### src/hdl/gpu_pkg.sv
package gpu_pkg;

    // ************************************************
    // Widths
    // ************************************************
    localparam int WORD_W  = 36;
    localparam int NFLAG   = 6;
    localparam int NLEVEL  = 3;
    localparam int NCTRL   = 6;
    localparam int AXI_AW  = 8;
    localparam int CNT_W   = 6;

    // ************************************************
    // Timing
    // ************************************************
    localparam int CLK_PERIOD_NS  = 8;
    localparam int T_SET_PULSE_NS = 100;
    localparam int T_SET_IDLE_NS  = 400;
    // Least times round up
    localparam logic [CNT_W-1:0] SET_PULSE_CYC =
        CNT_W'((T_SET_PULSE_NS + CLK_PERIOD_NS - 1) / CLK_PERIOD_NS);
    localparam logic [CNT_W-1:0] SET_IDLE_CYC =
        CNT_W'((T_SET_IDLE_NS + CLK_PERIOD_NS - 1) / CLK_PERIOD_NS);

    // ************************************************
    // Register map
    // ************************************************
    localparam logic [AXI_AW-1:0] OFS_DIN_LO  = 8'h00;
    localparam logic [AXI_AW-1:0] OFS_DIN_HI  = 8'h04;
    localparam logic [AXI_AW-1:0] OFS_SETREQ  = 8'h08;
    localparam logic [AXI_AW-1:0] OFS_LEVEL   = 8'h0C;
    localparam logic [AXI_AW-1:0] OFS_DOUT_LO = 8'h10;
    localparam logic [AXI_AW-1:0] OFS_DOUT_HI = 8'h14;
    localparam logic [AXI_AW-1:0] OFS_STAT    = 8'h18;

    localparam int STAT_CTRL_LSB = 0;
    localparam int STAT_EVT_LSB  = 8;
    localparam int NEVT          = 4;

    localparam logic [WORD_W-1:0] DIN_RST   = 36'h0_0000_0000;
    localparam logic [NLEVEL-1:0] LEVEL_RST = 3'h0;
    localparam logic [WORD_W-1:0] DOUT_RST  = 36'h0_0000_0000;
    localparam logic [NEVT-1:0]   EVT_RST   = 4'h0;

    localparam logic [1:0] RESP_OKAY   = 2'h0;
    localparam logic [1:0] RESP_SLVERR = 2'h2;

    // ************************************************
    // Pulses arriving from the interface
    // ************************************************
    typedef struct packed {
        logic input_complete;
        logic output_clear;
        logic output_load;
        logic general_reset;
        logic condition_clear;
        logic condition_load;
    } gpu_dev_pulse_t;

    typedef enum logic [1:0] {
        PS_WAIT = 2'b01,
        PS_HIGH = 2'b10
    } gpu_pstate_t;

    typedef enum logic [1:0] {
        BS_IDLE = 2'b01,
        BS_RESP = 2'b10
    } gpu_bstate_t;

endpackage

### src/hdl/gpu_set_pulser.sv
`timescale 1ns/1ps
module gpu_set_pulser
    import gpu_pkg::*;
(
    // Clock and reset
    input  wire logic             mclk_i,
    input  wire logic             rst_n_i,
    // Requests
    input  wire logic             clear_i,
    input  wire logic [NFLAG-1:0] req_i,
    output logic      [NFLAG-1:0] pending_o,
    // Set lines toward the interface
    output logic      [NFLAG-1:0] set_o
);

    // ************************************************
    // One pulse engine per flag
    // ************************************************
    genvar g;
    generate
        for (g = 0; g < NFLAG; g++) begin : g_flag
            gpu_pstate_t      st_reg;
            gpu_pstate_t      st_next;
            logic [CNT_W-1:0] cnt_reg;
            logic [CNT_W-1:0] cnt_next;
            logic             pend_reg;
            logic             pend_next;
            logic [CNT_W-1:0] lowrun_reg;

            always_comb begin
                st_next   = st_reg;
                cnt_next  = cnt_reg;
                // New request wins over a clear in the same cycle
                pend_next = (pend_reg & ~clear_i) | req_i[g];
                unique case (st_reg)
                    PS_WAIT: begin
                        if (cnt_reg < SET_IDLE_CYC) begin
                            cnt_next = cnt_reg + 1'b1;
                        end
                        // Line stays low for the idle time first
                        if (pend_reg && cnt_reg >= SET_IDLE_CYC) begin
                            st_next   = PS_HIGH;
                            cnt_next  = '0;
                            pend_next = req_i[g];
                        end
                    end
                    PS_HIGH: begin
                        // Never cut short, even by a general reset
                        if (cnt_reg == SET_PULSE_CYC - 1'b1) begin
                            st_next  = PS_WAIT;
                            cnt_next = '0;
                        end else begin
                            cnt_next = cnt_reg + 1'b1;
                        end
                    end
                    default: begin
                        st_next  = PS_WAIT;
                        cnt_next = '0;
                    end
                endcase
            end

            always_ff @(posedge mclk_i) begin
                if (!rst_n_i) begin
                    st_reg   <= PS_WAIT;
                    cnt_reg  <= '0;
                    pend_reg <= 1'b0;
                end else begin
                    st_reg   <= st_next;
                    cnt_reg  <= cnt_next;
                    pend_reg <= pend_next;
                end
            end

            // Unrequested lines stay low
            assign set_o[g]     = st_reg[1];
            assign pending_o[g] = pend_reg;

            // Helper for checking the idle time
            always_ff @(posedge mclk_i) begin
                if (!rst_n_i) begin
                    lowrun_reg <= '0;
                end else if (set_o[g]) begin
                    lowrun_reg <= '0;
                end else if (lowrun_reg != '1) begin
                    lowrun_reg <= lowrun_reg + 1'b1;
                end
            end

            a_set_width: assert property (@(posedge mclk_i) disable iff (!rst_n_i)
                $rose(set_o[g]) |-> set_o[g] [*8] ##1 set_o[g] [*5] ##1 !set_o[g])
                else $error("Set pulse width is not 13 cycles");
            a_set_idle: assert property (@(posedge mclk_i) disable iff (!rst_n_i)
                $rose(set_o[g]) |-> $past(lowrun_reg) >= SET_IDLE_CYC)
                else $error("Set line rose before 50 idle cycles");
            a_set_cause: assert property (@(posedge mclk_i) disable iff (!rst_n_i)
                $rose(set_o[g]) |-> $past(pend_reg))
                else $error("Set pulse without a request");
        end
    endgenerate

endmodule

### src/hdl/gpu_user.sv
// Design decisions made here: the register offsets and the AXI4-Lite register port.
`timescale 1ns/1ps
// How it works
// - Unused input word lines held at zero
// - Set line low 400 ns before rising
// - Unused set lines simply stay inactive
// - Clear our word, then load from bus
// - General reset returns input word, level and output word to start state
module gpu_user
    import gpu_pkg::*;
(
    // Clock and reset
    input  wire logic              mclk_i,
    input  wire logic              rst_n_i,
    // AXI4-Lite write
    input  wire logic [AXI_AW-1:0] s_axi_awaddr_i,
    input  wire logic              s_axi_awvalid_i,
    output logic                   s_axi_awready_o,
    input  wire logic [31:0]       s_axi_wdata_i,
    input  wire logic [3:0]        s_axi_wstrb_i,
    input  wire logic              s_axi_wvalid_i,
    output logic                   s_axi_wready_o,
    output logic [1:0]             s_axi_bresp_o,
    output logic                   s_axi_bvalid_o,
    input  wire logic              s_axi_bready_i,
    // AXI4-Lite read
    input  wire logic [AXI_AW-1:0] s_axi_araddr_i,
    input  wire logic              s_axi_arvalid_i,
    output logic                   s_axi_arready_o,
    output logic [31:0]            s_axi_rdata_o,
    output logic [1:0]             s_axi_rresp_o,
    output logic                   s_axi_rvalid_o,
    input  wire logic              s_axi_rready_i,
    // Interface pins
    output logic [WORD_W-1:0]      user_input_word_o,
    output logic [NFLAG-1:0]       status_set_o,
    output logic [NLEVEL-1:0]      status_level_o,
    input  wire logic [WORD_W-1:0] buffered_host_output_word_i,
    input  wire logic [NCTRL-1:0]  control_flag_out_i,
    input  wire gpu_dev_pulse_t    dev_pulse_i
);

    // ************************************************
    // Pulse edge detection
    // ************************************************
    gpu_dev_pulse_t pulse_prev_reg;
    gpu_dev_pulse_t pulse_edge;

    // Pins are synchronous, so a plain edge register suffices
    assign pulse_edge = dev_pulse_i & ~pulse_prev_reg;

    always_ff @(posedge mclk_i) begin
        if (!rst_n_i) begin
            pulse_prev_reg <= '0;
        end else begin
            pulse_prev_reg <= dev_pulse_i;
        end
    end

    // ************************************************
    // Write channel
    // ************************************************
    gpu_bstate_t       ws_reg, ws_next;
    logic              aw_got_reg, aw_got_next;
    logic              w_got_reg, w_got_next;
    logic [AXI_AW-1:0] waddr_reg, waddr_next;
    logic [31:0]       wdata_reg, wdata_next;
    logic [3:0]        wstrb_reg, wstrb_next;
    logic              awready_reg, awready_next;
    logic              wready_reg, wready_next;
    logic              bvalid_reg, bvalid_next;
    logic [1:0]        bresp_reg, bresp_next;
    logic              do_wr;
    logic [31:0]       wmask;

    function automatic logic map_hit(input logic [AXI_AW-1:0] a);
        map_hit = (a == OFS_DIN_LO) || (a == OFS_DIN_HI) || (a == OFS_SETREQ) ||
                  (a == OFS_LEVEL) || (a == OFS_DOUT_LO) || (a == OFS_DOUT_HI) ||
                  (a == OFS_STAT);
    endfunction

    always_comb begin
        ws_next      = ws_reg;
        aw_got_next  = aw_got_reg;
        w_got_next   = w_got_reg;
        waddr_next   = waddr_reg;
        wdata_next   = wdata_reg;
        wstrb_next   = wstrb_reg;
        awready_next = awready_reg;
        wready_next  = wready_reg;
        bvalid_next  = bvalid_reg;
        bresp_next   = bresp_reg;
        do_wr        = 1'b0;
        unique case (ws_reg)
            BS_IDLE: begin
                if (s_axi_awvalid_i && awready_reg) begin
                    aw_got_next  = 1'b1;
                    waddr_next   = s_axi_awaddr_i;
                    awready_next = 1'b0;
                end
                if (s_axi_wvalid_i && wready_reg) begin
                    w_got_next  = 1'b1;
                    wdata_next  = s_axi_wdata_i;
                    wstrb_next  = s_axi_wstrb_i;
                    wready_next = 1'b0;
                end
                if (aw_got_next && w_got_next) begin
                    do_wr       = 1'b1;
                    ws_next     = BS_RESP;
                    bvalid_next = 1'b1;
                    bresp_next  = map_hit(waddr_next) ? RESP_OKAY : RESP_SLVERR;
                end
            end
            BS_RESP: begin
                if (s_axi_bready_i) begin
                    ws_next      = BS_IDLE;
                    bvalid_next  = 1'b0;
                    aw_got_next  = 1'b0;
                    w_got_next   = 1'b0;
                    awready_next = 1'b1;
                    wready_next  = 1'b1;
                end
            end
            default: begin
                ws_next = BS_IDLE;
            end
        endcase
    end

    always_ff @(posedge mclk_i) begin
        if (!rst_n_i) begin
            ws_reg      <= BS_IDLE;
            aw_got_reg  <= 1'b0;
            w_got_reg   <= 1'b0;
            waddr_reg   <= '0;
            wdata_reg   <= '0;
            wstrb_reg   <= '0;
            awready_reg <= 1'b1;
            wready_reg  <= 1'b1;
            bvalid_reg  <= 1'b0;
            bresp_reg   <= RESP_OKAY;
        end else begin
            ws_reg      <= ws_next;
            aw_got_reg  <= aw_got_next;
            w_got_reg   <= w_got_next;
            waddr_reg   <= waddr_next;
            wdata_reg   <= wdata_next;
            wstrb_reg   <= wstrb_next;
            awready_reg <= awready_next;
            wready_reg  <= wready_next;
            bvalid_reg  <= bvalid_next;
            bresp_reg   <= bresp_next;
        end
    end

    genvar b;
    generate
        for (b = 0; b < 4; b++) begin : g_lane
            assign wmask[8*b +: 8] = {8{wstrb_next[b]}};
        end
    endgenerate

    // ************************************************
    // User registers
    // ************************************************
    logic [WORD_W-1:0] din_reg, din_next;
    logic [NLEVEL-1:0] level_reg, level_next;
    logic [WORD_W-1:0] dout_reg, dout_next;
    logic [NEVT-1:0]   evt_reg, evt_next;
    logic [NCTRL-1:0]  ctrl_reg;
    logic [NFLAG-1:0]  set_req;
    logic [NFLAG-1:0]  set_pending;
    logic [NEVT-1:0]   evt_in;

    // Events: read done, word loaded, general reset, condition load
    assign evt_in = {pulse_edge.condition_load, pulse_edge.general_reset,
                     pulse_edge.output_load, pulse_edge.input_complete};

    always_comb begin
        din_next   = din_reg;
        level_next = level_reg;
        dout_next  = dout_reg;
        evt_next   = evt_reg;
        set_req    = '0;
        if (do_wr) begin
            unique case (waddr_next)
                OFS_DIN_LO: din_next[31:0] = (din_reg[31:0] & ~wmask) | (wdata_next & wmask);
                OFS_DIN_HI: if (wstrb_next[0]) din_next[WORD_W-1:32] = wdata_next[WORD_W-33:0];
                OFS_SETREQ: if (wstrb_next[0]) set_req = wdata_next[NFLAG-1:0];
                OFS_LEVEL:  if (wstrb_next[0]) level_next = wdata_next[NLEVEL-1:0];
                OFS_STAT:   if (wstrb_next[1]) evt_next = evt_reg & ~wdata_next[STAT_EVT_LSB +: NEVT];
                default:    evt_next = evt_reg;
            endcase
        end
        // Set wins over a write-one clear
        evt_next = evt_next | evt_in;
        // Clear first, load 1 us later from the settled bus
        if (pulse_edge.output_clear) begin
            dout_next = '0;
        end
        if (pulse_edge.output_load) begin
            dout_next = buffered_host_output_word_i;
        end
        // General reset overrides software writes to input word and level
        if (pulse_edge.general_reset) begin
            din_next   = DIN_RST;
            level_next = LEVEL_RST;
            dout_next  = DOUT_RST;
        end
    end

    always_ff @(posedge mclk_i) begin
        if (!rst_n_i) begin
            din_reg   <= DIN_RST;
            level_reg <= LEVEL_RST;
            dout_reg  <= DOUT_RST;
            evt_reg   <= EVT_RST;
            ctrl_reg  <= '0;
        end else begin
            din_reg   <= din_next;
            level_reg <= level_next;
            dout_reg  <= dout_next;
            evt_reg   <= evt_next;
            ctrl_reg  <= control_flag_out_i;
        end
    end

    assign user_input_word_o = din_reg;
    assign status_level_o    = level_reg;

    gpu_set_pulser u_pulser (
        .mclk_i    (mclk_i),
        .rst_n_i   (rst_n_i),
        .clear_i   (pulse_edge.general_reset),
        .req_i     (set_req),
        .pending_o (set_pending),
        .set_o     (status_set_o)
    );

    // ************************************************
    // Read channel
    // ************************************************
    gpu_bstate_t rs_reg, rs_next;
    logic        arready_reg, arready_next;
    logic        rvalid_reg, rvalid_next;
    logic [31:0] rdata_reg, rdata_next;
    logic [1:0]  rresp_reg, rresp_next;
    logic [31:0] rmux;

    always_comb begin
        rmux = 32'h0000_0000;
        unique case (s_axi_araddr_i)
            OFS_DIN_LO:  rmux = din_reg[31:0];
            OFS_DIN_HI:  rmux[WORD_W-33:0] = din_reg[WORD_W-1:32];
            OFS_SETREQ:  rmux[NFLAG-1:0] = set_pending | status_set_o;
            OFS_LEVEL:   rmux[NLEVEL-1:0] = level_reg;
            OFS_DOUT_LO: rmux = dout_reg[31:0];
            OFS_DOUT_HI: rmux[WORD_W-33:0] = dout_reg[WORD_W-1:32];
            OFS_STAT: begin
                rmux[STAT_CTRL_LSB +: NCTRL] = ctrl_reg;
                rmux[STAT_EVT_LSB +: NEVT]   = evt_reg;
            end
            default:     rmux = 32'h0000_0000;
        endcase
    end

    always_comb begin
        rs_next      = rs_reg;
        arready_next = arready_reg;
        rvalid_next  = rvalid_reg;
        rdata_next   = rdata_reg;
        rresp_next   = rresp_reg;
        unique case (rs_reg)
            BS_IDLE: begin
                if (s_axi_arvalid_i) begin
                    rs_next      = BS_RESP;
                    arready_next = 1'b0;
                    rvalid_next  = 1'b1;
                    rdata_next   = rmux;
                    rresp_next   = map_hit(s_axi_araddr_i) ? RESP_OKAY : RESP_SLVERR;
                end
            end
            BS_RESP: begin
                if (s_axi_rready_i) begin
                    rs_next      = BS_IDLE;
                    arready_next = 1'b1;
                    rvalid_next  = 1'b0;
                end
            end
            default: begin
                rs_next = BS_IDLE;
            end
        endcase
    end

    always_ff @(posedge mclk_i) begin
        if (!rst_n_i) begin
            rs_reg      <= BS_IDLE;
            arready_reg <= 1'b1;
            rvalid_reg  <= 1'b0;
            rdata_reg   <= '0;
            rresp_reg   <= RESP_OKAY;
        end else begin
            rs_reg      <= rs_next;
            arready_reg <= arready_next;
            rvalid_reg  <= rvalid_next;
            rdata_reg   <= rdata_next;
            rresp_reg   <= rresp_next;
        end
    end

    assign s_axi_awready_o = awready_reg;
    assign s_axi_wready_o  = wready_reg;
    assign s_axi_bvalid_o  = bvalid_reg;
    assign s_axi_bresp_o   = bresp_reg;
    assign s_axi_arready_o = arready_reg;
    assign s_axi_rvalid_o  = rvalid_reg;
    assign s_axi_rdata_o   = rdata_reg;
    assign s_axi_rresp_o   = rresp_reg;

    // ************************************************
    // Checks
    // ************************************************
    a_dout_clear: assert property (@(posedge mclk_i) disable iff (!rst_n_i)
        pulse_edge.output_clear && !pulse_edge.output_load |=> dout_reg == '0)
        else $error("Output word not cleared");
    a_dout_load: assert property (@(posedge mclk_i) disable iff (!rst_n_i)
        pulse_edge.output_load && !pulse_edge.general_reset
        |=> dout_reg == $past(buffered_host_output_word_i))
        else $error("Output word not loaded");
    a_reset_start: assert property (@(posedge mclk_i) disable iff (!rst_n_i)
        $rose(dev_pulse_i.general_reset) |=> din_reg == '0 && level_reg == '0 && evt_reg[2])
        else $error("General reset did not clear state");
    a_icomp_sticky: assert property (@(posedge mclk_i) disable iff (!rst_n_i)
        $rose(dev_pulse_i.input_complete) |=> evt_reg[0] [*2])
        else $error("Read-done event lost");
    a_bvalid_hold: assert property (@(posedge mclk_i) disable iff (!rst_n_i)
        s_axi_bvalid_o && !s_axi_bready_i |=> s_axi_bvalid_o && $stable(s_axi_bresp_o))
        else $error("Write response dropped");
    a_rvalid_hold: assert property (@(posedge mclk_i) disable iff (!rst_n_i)
        s_axi_rvalid_o && !s_axi_rready_i |=> s_axi_rvalid_o && $stable(s_axi_rdata_o))
        else $error("Read data dropped");

endmodule

### config.mk
export PLATFORM = sky130hd
export DESIGN_NAME = gpu_user
export DESIGN_NICKNAME = d
export VERILOG_FILES = /design/src/hdl/gpu_pkg.sv /design/src/hdl/gpu_set_pulser.sv /design/src/hdl/gpu_user.sv
export SDC_FILE = /design/constraint.sdc
export NUM_CORES = 1
export LEC_CHECK = 0
export ABC_CLOCK_PERIOD_IN_PS = 1750
export CAP_MARGIN = 25
export CORE_MARGIN = 1
export CORE_UTILIZATION = 54
export CTS_CLUSTER_DIAMETER = 120
export DETAILED_ROUTE_END_ITERATION = 7
export DONT_BUFFER_PORTS = 1
export PLACE_DENSITY = 0.72
export SLEW_MARGIN = 20
export SYNTH_ARGS = -nofsm -noshare
export SYNTH_HDL_FRONTEND = slang
export SYNTH_SLANG_ARGS = --single-unit
### constraint.sdc
create_clock -name mclk_i -period 1.75 [get_ports mclk_i]
set_input_delay 0.175 -clock mclk_i [delete_from_list [all_inputs] [get_ports mclk_i]]
set_output_delay 0.175 -clock mclk_i [all_outputs]
set_load 0.03 [all_outputs]
# Yosys cells after proc, flatten, opt, wreduce, memory -nomap -nowiden
# Cells that the tools add are included.
dict set report classes {
  bitwise 24
  mux 105
  reduce_logical 46
  n_lt_le_gt_ge 12
  n_addsub 6
  eq_ne 62
}
# op n
set ops {}
lappend ops {{$mux W6} 21}
lappend ops {{$mux W36} 2}
lappend ops {{$pmux W6 S2} 6}
lappend ops {{$and A32 B32 Y32} 2}
lappend ops {{$mux W32} 2}
lappend ops {{$eq A8 B5 Y1 const B} 7}
lappend ops {{$eq A8 B4 Y1 const B} 6}
lappend ops {{$pmux W20 S2} 1}
lappend ops {{$add A6 B1 Y6 const B} 6}
lappend ops {{$eq A6 B4 Y1 const B} 6}
lappend ops {{$ge A6 B6 Y1 const B} 6}
lappend ops {{$lt A6 B6 Y1 const B} 6}
lappend ops {{$mux W2} 18}
lappend ops {{$pmux W2 S2} 9}
lappend ops {{$not A32 Y32} 1}
lappend ops {{$or A32 B32 Y32} 1}
lappend ops {{$mux W1} 27}
lappend ops {{$eq A8 B3 Y1 const B} 3}
lappend ops {{$logic_not A8 Y1} 3}
lappend ops {{$mux W8} 3}
lappend ops {{$ne A2 B1 Y1 const B} 12}
lappend ops {{$reduce_and A2 Y1} 12}
lappend ops {{$pmux W3 S7} 1}
lappend ops {{$mux W4} 5}
lappend ops {{other kinds (22)} 89}
dict set report totals {
  input_bits 107
  word_cells 300
  regBits 236
  out_inout_bits 86
}

# Longest topological paths before layout
dict set report depth {
  ltp_word 11
  depth_mapped 9
  ltp_nobuf 7
}

# Hierarchy
# A second synthesis with hierarchy kept.
dict set report hier_totals {
  hier_cells 1166
  area_unflattened_um2 11167.0
}
# mod area_each_um2 instances cells_each seq_area_each_um2
set by_module_without_submodules {}
lappend by_module_without_submodules {gpu_user 7432.1 1 758 3583.4}
lappend by_module_without_submodules {gpu_set_pulser 3734.8 1 408 1081.0}

# Worst setup path after synthesis
# Ideal clock, no wire load.
dict set report synth_path {
  path_type {reg-to-reg}
  start {reg wready_reg (netlist: s_axi_wready_o)}
  end {reg level_reg[1] (netlist: status_level_o[1])}
  setup_slack_ns -0.274
  path_stages_with_launch 8
  path_buffers 2
  setup_ns 0.120
  required_time_ns 1.630
  arrival_time_ns 1.904
  synth_period_minus_slack_ns 2.024
  path_cell_list {dfxtp_1 > nand4b_1 > buf_6 > mux2_4 > nand2_2 > or4_1 > buf_2 > mux2i_1}
}
dict set report synth_between {
  elab_chain_len 7
  word_cells_on_any_way 11
  cone_classes {mux (8); reduce/logical (3)}
}
# item line
set synth_lines {}
lappend synth_lines {{from (decl)} gpu_user.sv:70} ;# logic wready_reg, wready_next;
lappend synth_lines {{from (signal assigned)} gpu_user.sv:150} ;# wready_reg <= wready_next;
lappend synth_lines {{$logic_and A1 B1 Y1 (*)} gpu_user.sv:101} ;# if (s_axi_wvalid_i && wready_reg) begin
lappend synth_lines {{$mux W1} gpu_user.sv:101}
lappend synth_lines {{$mux W1} gpu_user.sv:94} ;# unique case (ws_reg)
lappend synth_lines {{$logic_and A1 B1 Y1} gpu_user.sv:107} ;# if (aw_got_next && w_got_next) begin
lappend synth_lines {{$mux W1} gpu_user.sv:107}
lappend synth_lines {{$mux W1} gpu_user.sv:94}
lappend synth_lines {{$reduce_and A3 Y1 (no source line)} n/a}
lappend synth_lines {{to (signal assigned)} gpu_user.sv:221} ;# level_reg <= level_next;
lappend synth_lines {{to (decl)} gpu_user.sv:167} ;# logic [NLEVEL-1:0] level_reg, level_next;
# Mark *: on every way between the ends. The rest lies on a longest branch, timed or not. The select of a mux whose other input is x is not followed.
# A chain may end at the register's enable or synchronous reset.

# Final worst setup path
dict set report layout_path {
  start {reg waddr_reg[7]}
  end {reg evt_reg[1]}
}
dict set report layout_between {
  elab_chain_len 7
}
# item line
set layout_lines {}
lappend layout_lines {{from (decl)} gpu_user.sv:66} ;# logic [AXI_AW-1:0] waddr_reg, waddr_next;
lappend layout_lines {{from (signal assigned)} gpu_user.sv:146} ;# waddr_reg <= waddr_next;
lappend layout_lines {{$mux W8} gpu_user.sv:96} ;# if (s_axi_awvalid_i && awready_reg) begin
lappend layout_lines {{$mux W8} gpu_user.sv:94}
lappend layout_lines {{$mux W8 (*)} gpu_user.sv:94}
lappend layout_lines {{$eq A8 B5 Y1 (*)} gpu_user.sv:186} ;# unique case (waddr_next)
lappend layout_lines {{$mux W4 (*)} gpu_user.sv:186}
lappend layout_lines {{$mux W4 (*)} gpu_user.sv:185} ;# if (do_wr) begin
lappend layout_lines {{$or A4 B4 Y4 (*)} gpu_user.sv:196} ;# evt_next = evt_next | evt_in;
lappend layout_lines {{to (signal assigned)} gpu_user.sv:223} ;# evt_reg <= evt_next;
lappend layout_lines {{to (decl)} gpu_user.sv:169} ;# logic [NEVT-1:0] evt_reg, evt_next;
# Marked as above.

==> metrics.cfg <==
[run_status]
status=complete, but fails checks
violations=negative hold slack, negative setup slack

[timing]
slew_violations=0
fmax_ghz=0.489
period_needed_ns=2.05
worst_slew_pin_slew_ns=0.591
fin_crit_sh_pct=117
setup_viol=49
fin_worst_skew_ns=0.00950
fin_ws_ns=-0.295
final_hold_viol_count=106
rsz0062_at_grt=true
finalHoldWorstSlack_ns=-0.195
slew_headroom_pct=60.6

[drt]
route.detailed.drc=0
vias_per_cell=5.73
drt_iter0_drc=519
antenna_left=0
first_pass_iters=5
wl_per_cell_um=18.3
wl_um=29100
vias=9107

[layout]
nets=1450
drive_gt1_share_pct=19.2
syn2layout_area_growth_pct=29.5
num_antenna_cells=0
fill_cells=1401
layout.cells.non_filler=1590

[floorplanning]
std_cell_rows=50
die_w_um=142
io_pins=193
die-area_sq_um=20000
die_h_um=142
start_util_pct=55.7
core_sq_um=18900

[cts]
cts-root-buf=clkbuf_16
postCtsHoldBufs=104
cts_sinks=233
path_clk_slew_ns=0.06
clkLatencyLatePin_ns=0.51
cts_buffers=24
clk_path_buf_depth=3
cts_tree=yes
h-tree-depth=1

[global_routing]
grt_max_degree=161
grt_pass1_vias=8851
track_usage_pct=28.2
grt_antenna_before_repair=1
grt_pass1_wl_um=45200
grt_overflow=0

[worst_setup_path]
critPathMaxFanout=3
cp-end-kind=flip-flop
slowest_stage=or4_4
crit_family=simple AND/OR/NAND/NOR gates
path_buf_inv=2
start_kind=flip-flop
cpPeakStageDelay_ns=0.58
worstPathRequired_ns=2.14
worstPathArrival_ns=2.44
crit_top_cell=buf_4
crit_chain=or4_4 > nor4b_4 > o211ai_1 > buf_4 > buf_4 > nor4_4 > nor2_1
path_class=flip-flop to flip-flop
r2r_slack_ns=-0.30

[logic_synthesis]
synth_top_area_cell=dfxtp_1
synth_edf_count=0
yosysUniqueCellTypes=71
yosysWarnings=0
synth_flop_cell=dfxtp_1
synth_area_leaders=dfxtp_1 44%, mux2i_1 6.9%, nand2_1 3.9%
synth_top_area_share_pct=44.4
netlist_area_sq_um=10500
async_reset_ff_share_pct=0
netlist_instances=1155
yosysSeqAreaShare_pct=44.4
synth.avg_cell_area_sq_um=9.11
ys_seq_elements=233

[placed_design]
placed_cells=1437
port-buffer-count=0
gp_congestion=0.850
detailed_place_hpwl_um=18600

[power]
leakage_nw=5.61
power_density_nw_per_um2=938
p_total_mw=12.8
irDropWorstVdd_mv=0.716

[worst_hold_path]
hold_path.class=primary input to flip-flop

[run]
cap_violations=0

-- layout by cell type, fill, tap and decap left out, types with 9 or more instances in the layout --
master,Yosys,layout
inv_1,53,51
nand4_1,9,9
a211oi_2,10,12
xor2_1,10,10
and2_1,47,43
nand2b_1,15,14
dlygate4sd3_1,0,102
or3_1,9,9
o21ai_0,63,56
a211oi_1,19,17
xnor2_1,10,10
nand2_1,109,108
buf_4,10,100
dfxtp_2,0,14
a21oi_2,0,9
a21oi_1,47,37
mux2i_1,73,73
a22oi_1,38,38
a21boi_0,18,16
nor2b_1,40,37
ha_1,30,27
clkbuf_16,0,25
nor2_1,63,62
dfxtp_1,233,217
nand3_1,49,47
-- Yosys cell counts, drive strengths merged (38+ instances only) --
master and number:
dfxtp 233, o21ai 71, a22oi 38, inv 53
nand2 110, nor2b 40, and2 47, nand3 49
nor2 63, a21oi 47, clkbuf 55, mux2i 73
-- stage by stage --
stage                     utilization (%)  area, sq um  setup slack, ns  setup TNS (ns)
after detailed placement             60.5        11400           -0.339          -11.79
after floorplan                         -        10600           -0.156           -2.11
after global placement               60.5        11400           -0.264          -10.29
final                                72.1        13600           -0.295          -10.38
after CTS                            70.9        13400           -0.271          -10.18
after global routing                 72.1        13600           -0.356          -13.98
-- what timing repair did --
| action | in CTS | in global routing |
|---|---|---|
| setup buffers | 3 | 4 |
| pin swaps | 9 | 23 |
| setup endpoints to repair | 50 | 81 |
| hold endpoints to repair | 210 | 129 |
| gates resized for setup | 20 | 55 |
-- layout make-up --
cell class / instances / area, sq um / area share, %
multi-input combinational: 784 / 5530 / 40.6
sequential: 233 / 4690 / 34.4
timing repair buffer: 217 / 2020 / 14.8
clock buffer: 34 / 729 / 5.36
tap: 260 / 325 / 2.39
inverter: 53 / 199 / 1.46
clock inverter: 9 / 125 / 0.919
-- worst reg2reg max path, delay by kind of cell (launching register included) --
family,cells,cell delay (ns)
AND/OR/NAND/NOR,4,1.16
buffers and inverters,2,0.31
flip-flops,1,0.31
AO/OA/AOI/OAI,1,0.14
-- kinds of logic after synthesis --
group	share of synthesized area, %
XOR/XNOR	1.67
adder cells (fa/ha/maj)	3.57
buffers and inverters	5.68
multiplexers	8.38
AND/OR/NAND/NOR	19.0
AO/OA/AOI/OAI	17.3
flip-flops	44.4
other	0.0357
-- per-layer routing --
metal | global-route usage [%] | vias to the layer above | routed length (um)
met2 | 48.9 | 279 | 14300
met4 | 8.38 | 2 | 696
met3 | 6.01 | 49 | 2000
met5 | 0 | - | 11
met1 | 35.1 | 4422 | 12100
li1 | - | 4355 | -
-- where the power goes --
| group | switching [mW] | total [mW] | internal (mW) |
|---|---|---|---|
| Clock | 2.10 | 5.44 | 3.34 |
| Combinational | 0.800 | 1.62 | 0.816 |
| Sequential | 0.198 | 5.72 | 5.52 |
| Total | 3.10 | 12.8 | 9.68 |
-- worst paths after layout --
path | start | to | cells past startpoint
worst min-delay path | rst_n_i | waddr_reg[4] | 1
worst max register to register | waddr_reg[7] | evt_reg[1] | 7
worst min register to register | pulse_prev_reg[0] | evt_reg[3] | 1
worst max-delay path | waddr_reg[7] | evt_reg[1] | 7
Note: power is estimated with default switching activity, not from simulation.
